<file path="config.mk">
export PLATFORM = sky130hd
export DESIGN_NAME = vis_sequencer
export DESIGN_NICKNAME = d
export VERILOG_FILES = /design/src/vis_pkg.sv /design/src/vis_pin_edge.sv /design/src/vis_prio.sv /design/src/vis_sequencer.sv
export SDC_FILE = /design/constraint.sdc
export NUM_CORES = 1
export LEC_CHECK = 0
export ABC_AREA = 1
export BUFFER_PORTS_ARGS = -buffer_cell sky130_fd_sc_hd__buf_2
export CAP_MARGIN = 5
export CORE_MARGIN = 2
export CORE_UTILIZATION = 51
export DETAILED_ROUTE_END_ITERATION = 6
export PLACE_DENSITY = 0.81
export SYNTH_ARGS = -nofsm -noshare
export SYNTH_HDL_FRONTEND = slang
export SYNTH_SLANG_ARGS = --single-unit
</file>
<file path="constraint.sdc">
create_clock -name CLOCK -period 1.8 [get_ports CLOCK]
set_clock_uncertainty 0.15 [all_clocks]
set_input_delay 0.09 -clock CLOCK [delete_from_list [all_inputs] [get_ports CLOCK]]
set_output_delay 0.09 -clock CLOCK [all_outputs]
set_load 0.01 [all_outputs]
</file>
<file path="src/vis_pkg.sv">
/*
  Shared constants and types for the vectored interrupt sequencer.
  Assumes a 100 MHz machine-cycle clock and a 32-bit APB register bus.
*/
`default_nettype none
package vis_pkg;

  // ----------------------------------------
  // Widths
  // ----------------------------------------
  localparam int PC_W = 12;
  localparam int CTX_W = 20;
  localparam int NSRC = 4;
  localparam int CTRL_W = 4;
  localparam int ADDR_W = 12;
  localparam int PAGE_LSB = 7;

  // ----------------------------------------
  // Register map
  // ----------------------------------------
  localparam logic [11:0] OFS_CTRL1 = 12'h000;
  localparam logic [11:0] OFS_CTRL2 = 12'h004;
  localparam logic [11:0] OFS_STATUS = 12'h008;
  localparam logic [11:0] OFS_CONTEXT = 12'h00C;
  localparam logic [11:0] OFS_PC = 12'h010;
  localparam logic [3:0] CTRL_RESET = 4'h0;

  // ----------------------------------------
  // Enable bit positions and source order
  // ----------------------------------------
  localparam int CTRL1_PIN_BIT = 0;
  localparam int CTRL1_T1_BIT = 2;
  localparam int CTRL1_T2_BIT = 3;
  localparam int CTRL2_AD_BIT = 2;
  localparam int SRC_PIN = 0;
  localparam int SRC_T1 = 1;
  localparam int SRC_T2 = 2;
  localparam int SRC_AD = 3;

  // ----------------------------------------
  // Vectors, all inside page 1
  // ----------------------------------------
  localparam logic [7:0] VEC_PIN = 8'h80;
  localparam logic [7:0] VEC_T1 = 8'h84;
  localparam logic [7:0] VEC_T2 = 8'h86;
  localparam logic [7:0] VEC_AD = 8'h8C;
  localparam logic [7:0] VEC_AREA_LO = 8'h80;
  localparam logic [7:0] VEC_AREA_HI = 8'hFF;

  // ----------------------------------------
  // Sequencer opcodes and states
  // ----------------------------------------
  typedef enum logic [2:0] {
    OP_NONE = 3'h0,
    OP_EI = 3'h1,
    OP_DI = 3'h2,
    OP_RTI = 3'h3,
    OP_SKIP_PIN = 3'h4,
    OP_SKIP_T1 = 3'h5,
    OP_SKIP_T2 = 3'h6,
    OP_SKIP_AD = 3'h7
  } vis_op_t;

  typedef enum logic [2:0] {
    ST_IDLE = 3'h1,
    ST_WAIT = 3'h2,
    ST_EXTRA = 3'h4
  } vis_state_t;

endpackage
`default_nettype wire

</file>
<file path="src/vis_pin_edge.sv">
/*
  Level-change detector for the external interrupt pin.
  Assumes the pin is asynchronous to CLOCK; two flops precede any logic.
*/
`timescale 1ns/10ps
`default_nettype none
module vis_pin_edge (
  input wire logic CLOCK,
  input wire logic RST_N,
  input wire logic pin,
  output logic change
);
  import vis_pkg::*;

  typedef struct packed {
    logic s1;
    logic s2;
    logic prev;
    logic pulse;
  } vis_edge_t;

  vis_edge_t st_reg;
  vis_edge_t st_next;

  // ----------------------------------------
  // Synchroniser and edge
  // ----------------------------------------
  always_comb begin
    st_next = st_reg;
    st_next.s1 = pin;
    st_next.s2 = st_reg.s1;
    st_next.prev = st_reg.s2;
    // Both edges count as a level change
    st_next.pulse = st_reg.s2 ^ st_reg.prev;
  end

  always_ff @(posedge CLOCK or negedge RST_N) begin
    if (!RST_N) begin
      st_reg <= '0;
    end else begin
      st_reg <= st_next;
    end
  end

  assign change = st_reg.pulse;

endmodule
`default_nettype wire

</file>
<file path="src/vis_prio.sv">
/*
  Fixed-priority grant and vector lookup for four interrupt sources.
  Assumes requests are already gated by enables; purely combinational.
*/
`timescale 1ns/10ps
`default_nettype none
module vis_prio (
  input wire logic [vis_pkg::NSRC-1:0] req,
  output logic [vis_pkg::NSRC-1:0] grant,
  output logic [7:0] vector,
  output logic any
);
  import vis_pkg::*;

  // ----------------------------------------
  // Lowest index wins
  // ----------------------------------------
  always_comb begin
    grant = '0;
    vector = VEC_PIN;
    if (req[SRC_PIN]) begin
      grant[SRC_PIN] = 1'b1;
      vector = VEC_PIN;
    end else if (req[SRC_T1]) begin
      grant[SRC_T1] = 1'b1;
      vector = VEC_T1;
    end else if (req[SRC_T2]) begin
      grant[SRC_T2] = 1'b1;
      vector = VEC_T2;
    end else if (req[SRC_AD]) begin
      grant[SRC_AD] = 1'b1;
      vector = VEC_AD;
    end
    any = |req;
  end

endmodule
`default_nettype wire

</file>
<file path="src/vis_sequencer.sv">
/*
  Vectored interrupt sequencer: request flags, enables, global enable,
  priority, vector load, return address and one-stage context save.
  Assumes an APB master on the same clock and an instruction sequencer
  that reports each completed instruction with a one-cycle INSTR_DONE.
*/
// The APB interface to the registers and the register offsets were chosen for this implementation.
`timescale 1ns/10ps
`default_nettype none
// Notes on behaviour
// - Interrupt needs request flag, source enable bit and global enable all set.
// - Enable instruction sets the global enable; disable instruction clears it.
// - Taking any interrupt clears the global enable.
// - Enable bit one blocks skip test; zero blocks interrupt and lets skip test.
// - Enables: pin bit0, timer one bit2, timer two bit3 of first; converter bit2 second.
// - Request flag sets on its event even while the interrupt is blocked.
// - Flag clears only when its interrupt is taken or its skip skips.
// - Set flag holds, so a pending request fires once unblocked.
// - Priority order: pin, timer one, timer two, converter.
// - Events: pin level change, timer underflows, conversion done.
// - Vectors lie in page 1, the whole page 0x80 to 0xFF.
// - Taking an interrupt clears only the serviced source's flag.
// - Taking pushes return address and loads the vector into the counter.
// - Taking saves pointer, carry, skip and both accumulators in the save register.
// - Return instruction resumes at the pushed return address.
// - Enable instruction takes effect after one further instruction completes.
// - Counter is page field above in-page field; 127 wraps to next page.
// - Taken two cycles after conditions, three during a multi-cycle instruction.
// - Save register holds until return, then is restored.
module vis_sequencer #(
  parameter int PC_WIDTH = vis_pkg::PC_W,
  parameter int CTX_WIDTH = vis_pkg::CTX_W
) (
  input wire logic CLOCK,
  input wire logic RST_N,
  input wire logic PSEL,
  input wire logic PENABLE,
  input wire logic PWRITE,
  input wire logic [vis_pkg::ADDR_W-1:0] PADDR,
  input wire logic [31:0] PWDATA,
  output logic [31:0] PRDATA,
  output logic PREADY,
  output logic PSLVERR,
  input wire logic PIN_IRQ,
  input wire logic TIMER_ONE_UNDERFLOW,
  input wire logic TIMER_TWO_UNDERFLOW,
  input wire logic CONVERSION_DONE,
  input wire logic INSTR_DONE,
  input wire vis_pkg::vis_op_t INSTR_OP,
  input wire logic INSTR_MULTI,
  input wire logic PC_LOAD,
  input wire logic [PC_WIDTH-1:0] PC_TARGET,
  input wire logic [CTX_WIDTH-1:0] CONTEXT_IN,
  output logic [PC_WIDTH-1:0] PROGRAM_COUNTER,
  output logic [PC_WIDTH-1:0] RETURN_ADDRESS,
  output logic [CTX_WIDTH-1:0] CONTEXT_OUT,
  output logic IRQ_TAKEN,
  output logic SKIP_NEXT,
  output logic CONTEXT_RESTORE,
  output logic GLOBAL_IRQ_ENABLE
);
  import vis_pkg::*;

  typedef struct packed {
    logic [CTRL_W-1:0] ctrl1;
    logic [CTRL_W-1:0] ctrl2;
    logic [NSRC-1:0] flags;
    logic gie;
    logic ei_arm;
    vis_state_t state;
    logic multi;
    logic [PC_WIDTH-1:0] pc;
    logic [PC_WIDTH-1:0] ret;
    logic [CTX_WIDTH-1:0] ctx;
    logic taken;
    logic skip;
    logic restore;
    logic [31:0] prdata;
    logic pready;
    logic pslverr;
  } vis_core_t;

  vis_core_t st_reg;
  vis_core_t st_next;

  logic pin_change;
  logic [NSRC-1:0] ev;
  logic [NSRC-1:0] en;
  logic [NSRC-1:0] req;
  logic [NSRC-1:0] grant;
  logic [7:0] vector;
  logic any;
  logic do_take;
  logic [PC_WIDTH-1:0] seq_pc;
  logic [NSRC-1:0] clr;
  logic mapped;
  logic wr_acc;

  // ----------------------------------------
  // Sources and priority
  // ----------------------------------------
  vis_pin_edge u_pin (
    .CLOCK(CLOCK),
    .RST_N(RST_N),
    .pin(PIN_IRQ),
    .change(pin_change)
  );

  assign ev = {CONVERSION_DONE, TIMER_TWO_UNDERFLOW, TIMER_ONE_UNDERFLOW, pin_change};
  assign en = {st_reg.ctrl2[CTRL2_AD_BIT], st_reg.ctrl1[CTRL1_T2_BIT],
               st_reg.ctrl1[CTRL1_T1_BIT], st_reg.ctrl1[CTRL1_PIN_BIT]};
  assign req = st_reg.flags & en & {NSRC{st_reg.gie}};

  vis_prio u_prio (
    .req(req),
    .grant(grant),
    .vector(vector),
    .any(any)
  );

  // ----------------------------------------
  // APB decode
  // ----------------------------------------
  assign mapped = (PADDR == OFS_CTRL1) || (PADDR == OFS_CTRL2) || (PADDR == OFS_STATUS) ||
                  (PADDR == OFS_CONTEXT) || (PADDR == OFS_PC);
  assign wr_acc = PSEL && PENABLE && PWRITE && st_reg.pready && mapped;

  // ----------------------------------------
  // Next state
  // ----------------------------------------
  always_comb begin
    st_next = st_reg;
    st_next.taken = 1'b0;
    st_next.skip = 1'b0;
    st_next.restore = 1'b0;
    clr = '0;
    do_take = 1'b0;

    // Normal program counter flow; the binary carry walks 127 into the next page
    seq_pc = st_reg.pc;
    if (INSTR_DONE) begin
      if (PC_LOAD) begin
        seq_pc = PC_TARGET;
      end else begin
        seq_pc = st_reg.pc + PC_WIDTH'(1);
      end
    end
    st_next.pc = seq_pc;

    // Instruction effects
    if (INSTR_DONE) begin
      if (st_reg.ei_arm) begin
        st_next.gie = 1'b1;
        st_next.ei_arm = 1'b0;
      end
      case (INSTR_OP)
        OP_EI: begin
          st_next.ei_arm = 1'b1;
        end
        OP_DI: begin
          st_next.gie = 1'b0;
          st_next.ei_arm = 1'b0;
        end
        OP_RTI: begin
          st_next.pc = st_reg.ret;
          st_next.restore = 1'b1;
        end
        OP_SKIP_PIN, OP_SKIP_T1, OP_SKIP_T2, OP_SKIP_AD: begin
          // Skip test only acts while the source's interrupt is disabled
          if (!en[INSTR_OP[1:0]] && st_reg.flags[INSTR_OP[1:0]]) begin
            st_next.skip = 1'b1;
            clr[INSTR_OP[1:0]] = 1'b1;
          end
        end
        default: begin
        end
      endcase
    end

    // Take sequence: wait one or two cycles, then commit
    case (st_reg.state)
      ST_IDLE: begin
        if (any) begin
          st_next.state = ST_WAIT;
          st_next.multi = INSTR_MULTI;
        end
      end
      ST_WAIT: begin
        if (!any) begin
          st_next.state = ST_IDLE;
        end else if (st_reg.multi) begin
          st_next.state = ST_EXTRA;
        end else begin
          do_take = 1'b1;
          st_next.state = ST_IDLE;
        end
      end
      ST_EXTRA: begin
        do_take = any;
        st_next.state = ST_IDLE;
      end
      default: begin
        st_next.state = ST_IDLE;
      end
    endcase

    // Grant is re-evaluated at commit, so a late higher source still wins
    if (do_take) begin
      st_next.taken = 1'b1;
      st_next.gie = 1'b0;
      st_next.ei_arm = 1'b0;
      clr = clr | grant;
      st_next.ret = seq_pc;
      st_next.pc = PC_WIDTH'(vector);
      st_next.ctx = CONTEXT_IN;
      st_next.restore = 1'b0;
    end

    // An event in the clearing cycle wins over the clear
    st_next.flags = (st_reg.flags & ~clr) | ev;

    // APB: answer one cycle after setup, read data latched in setup
    st_next.pready = PSEL && !PENABLE;
    st_next.pslverr = PSEL && !PENABLE && !mapped;
    if (PSEL && !PENABLE && !PWRITE) begin
      st_next.prdata = '0;
      case (PADDR)
        OFS_CTRL1: st_next.prdata[CTRL_W-1:0] = st_reg.ctrl1;
        OFS_CTRL2: st_next.prdata[CTRL_W-1:0] = st_reg.ctrl2;
        OFS_STATUS: st_next.prdata[9:0] = {st_reg.state, st_reg.multi, st_reg.ei_arm,
                                            st_reg.gie, st_reg.flags};
        OFS_CONTEXT: st_next.prdata[CTX_WIDTH-1:0] = st_reg.ctx;
        OFS_PC: st_next.prdata[PC_WIDTH-1:0] = st_reg.pc;
        default: st_next.prdata = '0;
      endcase
    end
    if (wr_acc && PADDR == OFS_CTRL1) begin
      st_next.ctrl1 = PWDATA[CTRL_W-1:0];
    end
    if (wr_acc && PADDR == OFS_CTRL2) begin
      st_next.ctrl2 = PWDATA[CTRL_W-1:0];
    end
  end

  always_ff @(posedge CLOCK or negedge RST_N) begin
    if (!RST_N) begin
      st_reg <= '0;
      st_reg.ctrl1 <= CTRL_RESET;
      st_reg.ctrl2 <= CTRL_RESET;
      st_reg.state <= ST_IDLE;
    end else begin
      st_reg <= st_next;
    end
  end

  // ----------------------------------------
  // Outputs
  // ----------------------------------------
  assign PRDATA = st_reg.prdata;
  assign PREADY = st_reg.pready;
  assign PSLVERR = st_reg.pslverr;
  assign PROGRAM_COUNTER = st_reg.pc;
  assign RETURN_ADDRESS = st_reg.ret;
  assign CONTEXT_OUT = st_reg.ctx;
  assign IRQ_TAKEN = st_reg.taken;
  assign SKIP_NEXT = st_reg.skip;
  assign CONTEXT_RESTORE = st_reg.restore;
  assign GLOBAL_IRQ_ENABLE = st_reg.gie;
endmodule
`default_nettype wire

</file>
==> impl_metrics.py <==
metrics = {
    "status": {
        "status": "finished clean",
    },
    "place": {
        "gpl.final_weighted_congestion": 0.898,
        "placed_cells": 872,
        "numPortBuffers": 132,
        "dp_hpwl_mm": 9.97,
        "placed_area_um2": 5560,
    },
    "clocking": {
        "cts_max_path_buffers": 2,
        "tritoncts": "yes",
        "cts_root_buffer": "clkbuf_8",
        "cts_made_buffers": 9,
        "clkTransAtPathRegs_ns": 0.10,
        "htree_levels": 3,
        "worst_skew_pair.late_latency_ns": 0.37,
        "clkSinkCount": 91,
    },
    "worst_hold_path": {
        "min_path_type": "in2reg",
        "hold_path_startpoint": "PC_TARGET[10]",
    },
    "finish": {
        "fin_nets": 884,
        "drive_gt1_frac": 0.260,
        "multi_input_area_um2": 2120,
        "final_util": 0.628,
        "fin_cells": 930,
        "finalInstanceArea_um2": 6200,
        "antenna-diode-count": 0,
        "layout.filler_cells": 858,
        "register_area_um2": 2280,
        "area_delta_synth_final_pct": 18.6,
    },
    "timing": {
        "worst_slew_pin_slew_ns": 0.527,
        "slew_viol_final": 0,
        "hold_viol": 0,
        "tns_ns": 0,
        "slew_headroom": 0.648,
        "fmax_mhz": 582,
        "period_needed_ns": 1.72,
        "rsz0062_at_grt": "no",
        "min_period_over_period": 0.955,
        "setup_viol": 0,
    },
    "worst_setup_path": {
        "end_kind": "register",
        "required_ns": 1.95,
        "setup.worst_path.class": "reg2reg",
        "rr_startpoint": "GLOBAL_IRQ_ENABLE",
        "cp.arrival_ns": 1.86,
        "setup.worst_path.start": "GLOBAL_IRQ_ENABLE",
        "crit_fanout": 12,
        "cp-start-kind": "register",
    },
    "floorplan": {
        "die_area_um2": 11100,
        "fp.dieH_um": 105,
        "coreArea_um2": 9860,
        "rows": 36,
        "ios": 173,
        "fp.dieW_um": 105,
        "start_util": 0.530,
    },
    "power": {
        "ir_worst_vdd_uv": 339,
        "leakage_nw": 3.23,
        "combPwrFrac": 0.167,
        "p_sw_frac": 0.312,
        "power_frac_seq": 0.514,
        "p_int_mw": 2.96,
        "power_density_nw_per_um2": 694,
        "p_clk_frac": 0.319,
        "p_switching_mw": 1.34,
        "p_total_mw": 4.30,
    },
    "synthesis": {
        "ys_ff_latch": 91,
        "synth_edf_count": 0,
        "syn_area_um2": 5230,
        "synth_sequential_area_ratio": 0.436,
        "yosysWarnings": 0,
        "yosys-top-cells-count": "nand2_1 (235), dfrtp_1 (90), buf_4 (79)",
        "synth_cell_types": 40,
        "synth_async_sr_flop_share": 1.00,
        "syn_area_per_cell_um2": 7.78,
        "yosysMostFrequentCell": "nand2_1",
        "syn_inst": 672,
        "synth_area_leaders": "dfrtp_1 (43%), nand2_1 (17%), buf_4 (11%), nand3_1 (5.4%), o21ai_0 (3.5%)",
        "yosys_most_used_dff": "dfrtp_1",
        "synth_top_area_cell": "dfrtp_1",
        "synth_top_area_frac": 0.431,
    },
    "routing": {
        "vias": 4780,
        "dr.pass1.iters": 5,
        "routed_wl_mm": 13.9,
        "wl_per_cell_um": 15.0,
        "routed_via_density": 5.14,
        "ant_nets": 0,
        "drt_iter0_drc": 381,
        "post-route-drc-count": 0,
    },
    "global_route": {
        "track_usage": 0.250,
        "antenna_found_initial": 0,
        "grt_pass1_vias": 4602,
        "grt.overflow.total": 0,
        "grt_pass1_wl_mm": 22.1,
        "grt_max_degree": 92,
    },
    "job": {
        "max_cap_violations": 0,
    },
}
==> repair_timing <==
item,4_1_cts,5_1_grt
resized for setup,0,7
setup buffers,0,0
endpoints found under the setup margin,0,6
hold buffers,42,0
hold endpoints to repair,137,0
==> logic make-up after synthesis <==
group / Yosys count / synth area share
AND/OR/NAND/NOR: 369 / 0.316
buffers and inverters: 144 / 0.170
flip-flops: 91 / 0.436
AO/OA/AOI/OAI: 65 / 0.0738
XOR/XNOR: 1 / 0.00168
adder cells (fa/ha/maj): 1 / 0.00239
other: 1 / 0.000718
==> worst max-delay path, cell delays in order, from the launching register on <==
cell	delay [ns]
dfrtp_2	0.47
nand3_1	0.13
nand2_1	0.11
nor2_4	0.16
inv_2	0.10
nand2_8	0.12
nand2_4	0.08
inv_4	0.12
nand3_1	0.10
nand3_1	0.09
==> layer usage <==
layer | part of all wire | global-route usage | routed length (µm) | vias up
li1 | - | - | - | 2279
met1 | 0.41 | 0.314 | 5710 | 2244
met2 | 0.49 | 0.434 | 6860 | 233
met3 | 0.079 | 0.0445 | 1090 | 24
met4 | 0.019 | 0.0819 | 261 | 0
met5 | 0 | 0 | 0 | -
==> final timing paths <==
check | depth (start not counted) | end | slack, ns
max | 9 | PROGRAM_COUNTER[3] | 0.08
min | 7 | RETURN_ADDRESS[10] | 0.02
max reg2reg | 9 | PROGRAM_COUNTER[3] | 0.08
min reg2reg | 0 | u_pin.st_next[1] | 0.21
max in group asynchronous | 3 | st_reg[82] | 0.98
min in group asynchronous | 3 | en[2] | 0.16
==> stage by stage <==
stage               worst slack (ns)  hold slack, ns
floorplan                      0.262          -0.356
global placement               0.177          0.0179
detailed placement             0.114          0.0266
CTS                           0.0669         0.00359
global route                 0.00551          0.0454
finish                        0.0816          0.0176
==> power by group through the flow <==
stage	sequential, mW	combinational (mW)	clock, mW
2_1_floorplan	2.22	0.438	0
3_3_place_gp	2.24	0.617	0
3_5_place_dp	2.24	0.634	0
4_1_cts	2.20	0.707	1.39
5_1_grt	2.22	0.795	1.48
6_report	2.21	0.718	1.37
==> layout by cell type, fill, tap and decap left out, types with 3 or more instances in the layout <==
master         netlist  routed
nor3_1               5       5
nand3_1             56      53
dfrtp_1             90      87
dlygate4sd3_1        0      42
nand2_4              4       4
nand4_1              5       5
buf_2                5     131
o211ai_1             4       4
o21ai_0             37      37
a21boi_1             4       4
nand2_1            235     235
o21ai_1              4       4
inv_1               46      46
or2_2                4       4
buf_4               79      15
clkinv_4             0       3
a21oi_1              5       5
clkbuf_8             0       9
o22ai_1              4       4
nor2_4               3       3
dfrtp_2              0       3
conb_1               1      12
nand3_2              7      10
nor2_1              40      39
inv_2                4       4
nand2_2              3       3
==> area by class of cell <==
type	instances	share of cell area
Clock buffer	9	0.0200
Clock inverter	7	0.0121
Inverter	52	0.0323
Multi-Input combinational cell	448	0.342
Sequential cell	91	0.368
Tap cell	133	0.0269
Timing Repair Buffer	190	0.198
Power figures use the tool's default switching activity.
